**config.mk**
```make
export PLATFORM = sky130hd
export DESIGN_NAME = rmc_port
export DESIGN_NICKNAME = d
export VERILOG_FILES = /design/src/hdl/rmc_pkg.sv /design/src/hdl/rmc_rx.sv /design/src/hdl/rmc_port.sv
export SDC_FILE = /design/constraint.sdc
export NUM_CORES = 1
export LEC_CHECK = 0
export BUFFER_PORTS_ARGS = -buffer_cell sky130_fd_sc_hd__buf_2
export CORE_UTILIZATION = 40
export DETAILED_ROUTE_END_ITERATION = 8
export SKIP_LAST_GASP = 1
export SYNTH_ARGS = -nofsm -noshare
export SYNTH_HDL_FRONTEND = slang
export SYNTH_SLANG_ARGS = --single-unit
```
**constraint.sdc**
```tcl
create_clock -name ref_clk -period 4.9 [get_ports ref_clk]
set_input_delay 0.735 -clock ref_clk [delete_from_list [all_inputs] [get_ports ref_clk]]
set_output_delay 0.735 -clock ref_clk [all_outputs]
set_load 0.1 [all_outputs]
```
**src/hdl/rmc_pkg.sv**
```systemverilog
// Package for the modem control port: timing counts, frame shape and state codes.
// Assumes a single 100 MHz reference clock.
package rmc_pkg;

    // Reference clock period in picoseconds (10 ns).
    localparam int unsigned CLK_PERIOD_PS   = 10000;
    // Default bit rate in bits per second, the least rate the link must offer.
    localparam int unsigned BAUD_MIN_BPS    = 19200;
    // Highest bit rate that may be configured.
    localparam int unsigned BAUD_MAX_BPS    = 1000000;
    // Reference clock rate derived from the period.
    localparam int unsigned CLK_HZ          = 32'(64'd1000000000000 / CLK_PERIOD_PS);
    // Clock cycles per bit at the least rate, rounded down.
    localparam int unsigned DIV_DEFAULT     = CLK_HZ / BAUD_MIN_BPS;
    // Clock cycles per bit at the highest rate.
    localparam int unsigned DIV_MIN         = CLK_HZ / BAUD_MAX_BPS;
    // Width of the bit-period divider.
    localparam int unsigned DIV_W           = 16;
    // Receive oversampling: ticks per bit.
    localparam int unsigned OVS             = 16;
    // Data bits per character.
    localparam int unsigned DATA_W          = 8;
    // Reset level of data pins: line idle is mark, logic 1.
    localparam logic        IDLE_LEVEL      = 1'b1;

    // Transmit state machine, one-hot codes.
    typedef enum logic [3:0] {
        TX_IDLE  = 4'h1,
        TX_START = 4'h2,
        TX_DATA  = 4'h4,
        TX_STOP  = 4'h8
    } rmc_tx_state_t;

    // Receive state machine, one-hot codes.
    typedef enum logic [3:0] {
        RX_IDLE  = 4'h1,
        RX_START = 4'h2,
        RX_DATA  = 4'h4,
        RX_STOP  = 4'h8
    } rmc_rx_state_t;

endpackage

```
**src/hdl/rmc_rx.sv**
```systemverilog
// Receiver of the modem control port: one character framed by start and stop bit.
// Assumes rx_bit is already synchronised and a tick pulse of 16 per bit period.
`timescale 1ns/10ps
`default_nettype none

module rmc_rx
    import rmc_pkg::*;
(
    // Clock and reset.
    input  wire logic              ref_clk,
    input  wire logic              sys_rst,
    // Oversampling tick and line.
    input  wire logic              tick,
    input  wire logic              rx_bit,
    // Received character.
    output logic [DATA_W-1:0]      data,
    output logic                   valid,
    output logic                   frame_err
);

    rmc_rx_state_t     st_q;
    logic [3:0]        os_q;
    logic [2:0]        bit_q;
    logic [DATA_W-1:0] sh_q;
    logic              prev_q;

    // Sample point is the middle of each bit.
    wire mid_w  = tick && (os_q == 4'(OVS/2 - 1));
    wire last_w = tick && (os_q == 4'(OVS - 1));

    // Start bit hunt, mid-bit sampling and stop bit check.
    always_ff @(posedge ref_clk) begin
        valid <= 1'b0;
        if (sys_rst) begin
            st_q      <= RX_IDLE;
            os_q      <= 4'h0;
            bit_q     <= 3'h0;
            sh_q      <= '0;
            data      <= '0;
            frame_err <= 1'b0;
            prev_q    <= IDLE_LEVEL;
        end else begin
            prev_q <= rx_bit;
            if (tick) begin
                os_q <= os_q + 4'h1;
            end
            case (st_q)
                RX_IDLE: begin
                    os_q <= 4'h0;
                    if (prev_q && !rx_bit) begin // A line held low after a bad stop bit waits.
                        st_q <= RX_START;
                    end
                end
                RX_START: begin
                    if (mid_w) begin
                        st_q <= rx_bit ? RX_IDLE : RX_START; // Glitch rejects start.
                    end
                    if (last_w) begin
                        st_q  <= RX_DATA;
                        bit_q <= 3'h0;
                    end
                end
                RX_DATA: begin
                    if (mid_w) begin
                        sh_q <= {rx_bit, sh_q[DATA_W-1:1]}; // LSB first.
                    end
                    if (last_w) begin
                        bit_q <= bit_q + 3'h1;
                        if (bit_q == 3'h7) begin
                            st_q <= RX_STOP;
                        end
                    end
                end
                RX_STOP: begin
                    if (mid_w) begin
                        data      <= sh_q;
                        valid     <= 1'b1;
                        frame_err <= !rx_bit;
                        st_q      <= RX_IDLE;
                    end
                end
                default: st_q <= RX_IDLE;
            endcase
        end
    end

endmodule // rmc_rx

`default_nettype wire

```
**src/hdl/rmc_port.sv**
```systemverilog
// Host-end modem control port: serial data both ways plus the modem handshake lines.
// Assumes one 100 MHz clock; pins are logic levels after the line transceiver,
// which performs the voltage inversion.
//
// What this block does
// - Host drives outgoing serial data on the transmit-data pin toward the modem.
// - Transmit and receive run independently and at the same time.
// - Request-to-send is asserted while a character is queued to send.
// - With flow control on, no character starts until clear-to-send is seen.
// - Terminal-ready is asserted when the host is ready to move data.
// - A ring indication makes the host assert terminal-ready.
// - Line levels are inverted in the transceiver, not here: negative voltage is 1, positive is 0.
// - Bit rate is configurable, at least 19.2 kbit/s, up to 1 Mbit/s.
`timescale 1ns/10ps
`default_nettype none

module rmc_port
    import rmc_pkg::*;
(
    // Clock and reset.
    input  wire logic              ref_clk,
    input  wire logic              sys_rst,
    // Configuration.
    input  wire logic [DIV_W-1:0]  bit_div,
    input  wire logic              flow_en,
    input  wire logic              host_ready,
    // Transmit request.
    input  wire logic [DATA_W-1:0] tx_data,
    input  wire logic              tx_valid,
    output logic                   tx_ready,
    // Received characters.
    output logic [DATA_W-1:0]      rx_data,
    output logic                   rx_valid,
    output logic                   rx_frame_err,
    // Modem status seen by the host.
    output logic                   dsr_seen,
    output logic                   dcd_seen,
    output logic                   ri_seen,
    output logic                   cts_seen,
    // Line pins, logic level.
    output logic                   td,
    input  wire logic              rd,
    output logic                   rts,
    input  wire logic              cts,
    output logic                   dtr,
    input  wire logic              dsr,
    input  wire logic              dcd,
    input  wire logic              ri
);

    // Three-stage synchronisers for all five input pins.
    logic [4:0] s1_q;
    logic [4:0] s2_q;
    logic [4:0] s3_q;
    logic [4:0] stab_q;
    wire  [4:0] pins_w = {ri, dcd, dsr, cts, rd};
    wire  [4:0] agree_w;

    // Per-pin agreement of stages two and three.
    for (genvar g = 0; g < 5; g++) begin : g_agree
        assign agree_w[g] = (s2_q[g] == s3_q[g]);
    end

    // Pin sampling; a change counts once stages two and three agree.
    always_ff @(posedge ref_clk) begin
        if (sys_rst) begin
            s1_q   <= 5'h01;
            s2_q   <= 5'h01;
            s3_q   <= 5'h01;
            stab_q <= 5'h01;
        end else begin
            s1_q <= pins_w;
            s2_q <= s1_q;
            s3_q <= s2_q;
            stab_q <= (s3_q & agree_w) | (stab_q & ~agree_w);
        end
    end

    // Named synchronised levels; inversion lives in the transceiver.
    wire rd_w  = stab_q[0];
    wire cts_w = stab_q[1];
    wire dsr_w = stab_q[2];
    wire dcd_w = stab_q[3];
    wire ri_w  = stab_q[4];

    // Bit-rate divider; clamped to no fewer than DIV_MIN cycles, the divider of the highest allowed rate.
    wire [DIV_W-1:0] div_w  = (bit_div < DIV_W'(DIV_MIN)) ? DIV_W'(DIV_MIN) : bit_div;
    wire [DIV_W-1:0] tdiv_w = div_w >> 4;
    logic [DIV_W-1:0] tcnt_q;
    logic             tick_q;

    // Oversampling tick at sixteen per bit.
    always_ff @(posedge ref_clk) begin
        if (sys_rst || tcnt_q >= tdiv_w - DIV_W'(1)) begin
            tcnt_q <= '0;
            tick_q <= !sys_rst;
        end else begin
            tcnt_q <= tcnt_q + DIV_W'(1);
            tick_q <= 1'b0;
        end
    end

    // Receiver runs on its own state, independent of transmit.
    rmc_rx u_rx (
        .ref_clk   (ref_clk),
        .sys_rst   (sys_rst),
        .tick      (tick_q),
        .rx_bit    (rd_w),
        .data      (rx_data),
        .valid     (rx_valid),
        .frame_err (rx_frame_err)
    );

    // Transmitter state and one-character holding register.
    rmc_tx_state_t     tst_q;
    logic [DATA_W-1:0] hold_q;
    logic              full_q;
    logic [DATA_W-1:0] tsh_q;
    logic [3:0]        tos_q;
    logic [2:0]        tbit_q;

    wire take_w   = tx_valid && !full_q;
    wire go_w     = full_q && (!flow_en || cts_w);
    wire bend_w   = tick_q && (tos_q == 4'(OVS - 1));
    wire load_w   = (tst_q == TX_IDLE) && go_w;

    // Holding register accepts one character at a time.
    always_ff @(posedge ref_clk) begin
        if (sys_rst) begin
            full_q <= 1'b0;
            hold_q <= '0;
        end else if (load_w) begin
            full_q <= 1'b0;
        end else if (take_w) begin
            full_q <= 1'b1;
            hold_q <= tx_data;
        end
    end

    // Transmit framing: start bit, eight data bits LSB first, one stop bit.
    always_ff @(posedge ref_clk) begin
        if (sys_rst) begin
            tst_q  <= TX_IDLE;
            tsh_q  <= '0;
            tos_q  <= 4'h0;
            tbit_q <= 3'h0;
            td     <= IDLE_LEVEL;
        end else begin
            if (tick_q) begin
                tos_q <= tos_q + 4'h1;
            end
            case (tst_q)
                TX_IDLE: begin
                    td    <= IDLE_LEVEL;
                    tos_q <= 4'h0;
                    if (load_w) begin
                        tsh_q <= hold_q;
                        tst_q <= TX_START;
                        td    <= 1'b0;
                    end
                end
                TX_START: if (bend_w) begin
                    tst_q  <= TX_DATA;
                    tbit_q <= 3'h0;
                    td     <= tsh_q[0];
                end
                TX_DATA: if (bend_w) begin
                    tbit_q <= tbit_q + 3'h1;
                    tsh_q  <= tsh_q >> 1;
                    if (tbit_q == 3'h7) begin
                        tst_q <= TX_STOP;
                        td    <= IDLE_LEVEL;
                    end else begin
                        td <= tsh_q[1];
                    end
                end
                TX_STOP: if (bend_w) begin
                    tst_q <= TX_IDLE;
                end
                default: tst_q <= TX_IDLE;
            endcase
        end
    end

    // Handshake outputs and status mirrors.
    always_ff @(posedge ref_clk) begin
        if (sys_rst) begin
            rts      <= 1'b0;
            dtr      <= 1'b0;
            tx_ready <= 1'b0;
            dsr_seen <= 1'b0;
            dcd_seen <= 1'b0;
            ri_seen  <= 1'b0;
            cts_seen <= 1'b0;
        end else begin
            rts      <= full_q || take_w || (tst_q != TX_IDLE);
            dtr      <= host_ready || ri_w;
            tx_ready <= !full_q && !take_w;
            dsr_seen <= dsr_w;
            dcd_seen <= dcd_w;
            ri_seen  <= ri_w;
            cts_seen <= cts_w;
        end
    end

endmodule // rmc_port

`default_nettype wire

```
==> out/results.tsv <==
stage	metric	value	unit
cells_and_area	area_growth	14.9	%
yosys	syn_area	4610	um2
floorplan	start_util	41.8	%
placed_design	hpwlAfterDp	5610	um
placed_design	dp.cells	665	
worst_setup_path	critPathBufInv	1	
detailed_routing	post_drt_wl_per_cell	12.0	um
worst_setup_path	cp-start-kind	input pin	
pwr	cellPowerDensity	380	nW/um2
sta	setup_viol	0	
worst_setup_path	slowest_stage	o311ai_0	
sta	final.min_clock_period	3800	ps
worst_setup_path	crit_arrival	4040	ps
run	drv_cap	0	
detailed_routing	vias_per_cell	5.18	
sta	relSlewSlack	38.5	%
worst_setup_path	critPathKind	input pin to register	
yosys	synth.top_cell.area_share	44.8	%
worst_setup_path	worstPathMaxFanout	17	
cells_and_area	diodes	0	
sta	finalHoldViolations	0	
detailed_routing	wl	8160	um
worst_hold_path	hp-class	register to register	
yosys	yosys-top-cells-area	dfxtp_1, mux2i_1, ha_1, nor2_1, a21oi_1	
grt	grt_pass1_vias	3261	
sta	skew	4.75	ps
worst_setup_path	required	5130	ps
cts	cts_resized	0	
detailed_routing	first_pass_iters	4	
pwr	p_leak	2.18	nW
cts	clock-sinks	103	
sta	final-max-slew-violation-count	0	
grt	track_usage	14.8	%
sta	worstMarginPinSlew	920	ps
yosys	yosysWarnings	0	
cts	root_buffer	clkbuf_16	
sta	fmax	263	MHz
floorplan	core	11000	um2
floorplan	die_width	109	um
floorplan	dieArea	12000	um2
status	status	complete, no violations	
cells_and_area	post-route-util	48.0	%
detailed_routing	dr.first_iter.drc_count	226	
yosys	syn_avg_cell_area	9.29	um2
cts	clk_latency	340	ps
cells_and_area	finalNetCount	594	
placed_design	place_congestion	0.813	
worst_setup_path	r2r_slack	2700	ps
floorplan	num_rows	38	
worst_setup_path	cp-end-kind	register	
worst_setup_path	crit_family	compound AO/OA/AOI/OAI gates	
cts	post_cts_buffers	0	
yosys	synthFlopType	dfxtp_1	
detailed_routing	drtAntennaViolNets	0	
sta	rsz0062_at_grt	no	
yosys	yosys-top-cells-count	dfxtp_1, nor2_1, a21oi_1, mux2i_1, ha_1	
cts	cts_buffer_depth	2	
sta	period_share	77.6	%
grt	grt_overflow	0	
yosys	synth_edf_count	0	
grt	grt_max_degree	80	
worst_setup_path	crit_chain	buf_2, o311ai_0, nand4_1, nor2_1, nor2_1, ha_1, nand2_1, o31ai_1, and2_1, ha_1, a21o_1, a21oi_1, a21oi_1, a211o_1, and3b_1	
cells_and_area	drive_gt1_share	14.8	%
yosys	yosysTopAreaCell	dfxtp_1	
yosys	yosysSeqAreaShare	44.8	%
yosys	synthArstFlopShare	0	%
grt	grt_pass1_wl	14200	um
cts	cts-htree-levels	3	
pwr	ir_worst_vdd	305	uV
detailed_routing	vias	3527	
placed_design	port_buffers	49	
yosys	synth_cell_types	55	
cts	cts_tree	built	
yosys	yosysMostFrequentCell	dfxtp_1	
cts	cts_made_buffers	9	
yosys	syn_inst	496	
pwr	finalPower	0.00201	W
floorplan	die_y	109	um
cells_and_area	final_cells	681	
sta	tns	0	ps
floorplan	ios	52	
grt	antenna_found_initial	0	
cts	path_clk_slew	70	ps
yosys	ys_ff_latch	103	
worst_setup_path	critPathMaxStageDelay	480	ps
detailed_routing	remaining_drc_errors	0	
cts	ctsHoldBuffers	0	
placed cells by master (no fill, tap or decap), types with 2 or more instances in the layout:
master / instances
buf_2: 49
o31ai_1: 4
nand3_1: 8
mux2i_1: 36
xnor2_1: 13
xor2_1: 15
dfxtp_1: 103
bufinv_16: 2
nand4_1: 10
nor2_1: 74
a21o_1: 3
nand2b_1: 7
a21boi_0: 3
nor4b_1: 2
a31oi_1: 2
clkbuf_8: 3
and2_1: 3
buf_4: 2
a32oi_1: 2
a22oi_1: 7
ha_1: 24
inv_1: 4
and3b_1: 2
clkbuf_16: 9
nor2b_1: 23
nand2_1: 20
and3_1: 6
a211oi_1: 9
or4_4: 2
o21ai_0: 14
or2_2: 6
nor3_1: 10
conb_1: 4
a21oi_1: 36
final timing paths:
| kind | startpoint | end | cells after the start |
|---|---|---|---|
| setup / recovery | bit_div[4] | tick_q | 15 |
| hold / removal | s1_q[0] | s2_q[0] | 1 |
| setup reg to reg | tcnt_q[15] | tick_q | 6 |
| hold reg to reg | s1_q[0] | s2_q[0] | 1 |
power by group:
part,internal [W],total (W),switching (W)
registers,0.000888,0.000939,0.0000510
clock network,0.000490,0.000792,0.000302
logic,0.000112,0.000277,0.000166
area by class of cell:
cell class,count,area [um2]
clock buffer,12,267
clock inverter,4,76.3
tap,140,175
sequential,103,2060
fill,1062,5740
inverter,4,15.0
timing repair buffer,51,260
multi-input combinational,367,2440
per-layer routing:
layer	track usage [%]	vias up	routed length [um]
li1	-	1817	-
met1	18.0	1663	3850
met2	25.3	39	3960
met3	4.03	8	249
met4	4.86	0	91
met5	0	-	0
stage by stage:
step / area [um2] / worst slack (ps) / hold slack (ps)
after floorplan: 4620 / 1260 / 389
after global placement: 4950 / 717 / 405
after detailed placement: 4950 / 704 / 403
after CTS: 5290 / 1050 / 423
after global routing: 5290 / 669 / 434
final: 5290 / 1100 / 416
logic make-up (layout without fill, tap and decap cells):
group	Yosys count	after routing	synth area share, %
AOI/OAI and AO/OA	91	91	12.4
xor gates and xnor gates	28	28	5.32
and+or+nand+nor	184	184	20.5
DFF	103	103	44.8
other	1	4	0.0814
muxes	36	36	7.82
adders and majority gates	24	24	6.52
buffers and inverters	29	71	2.61
flip-flops by register name (all words and copies together), names as in the netlist, 3 cells and up, named ones only:
name        cells
tbit_q          3
u_rx.sh_q       8
u_rx.os_q       4
u_rx.st_q       4
hold_q          8
s2_q            5
tst_q           4
u_rx.bit_q      3
tos_q           4
s1_q            5
tsh_q           8
s3_q            5
tcnt_q         16
u_rx.data       8
Note: power is estimated with default switching activity, not from simulation.
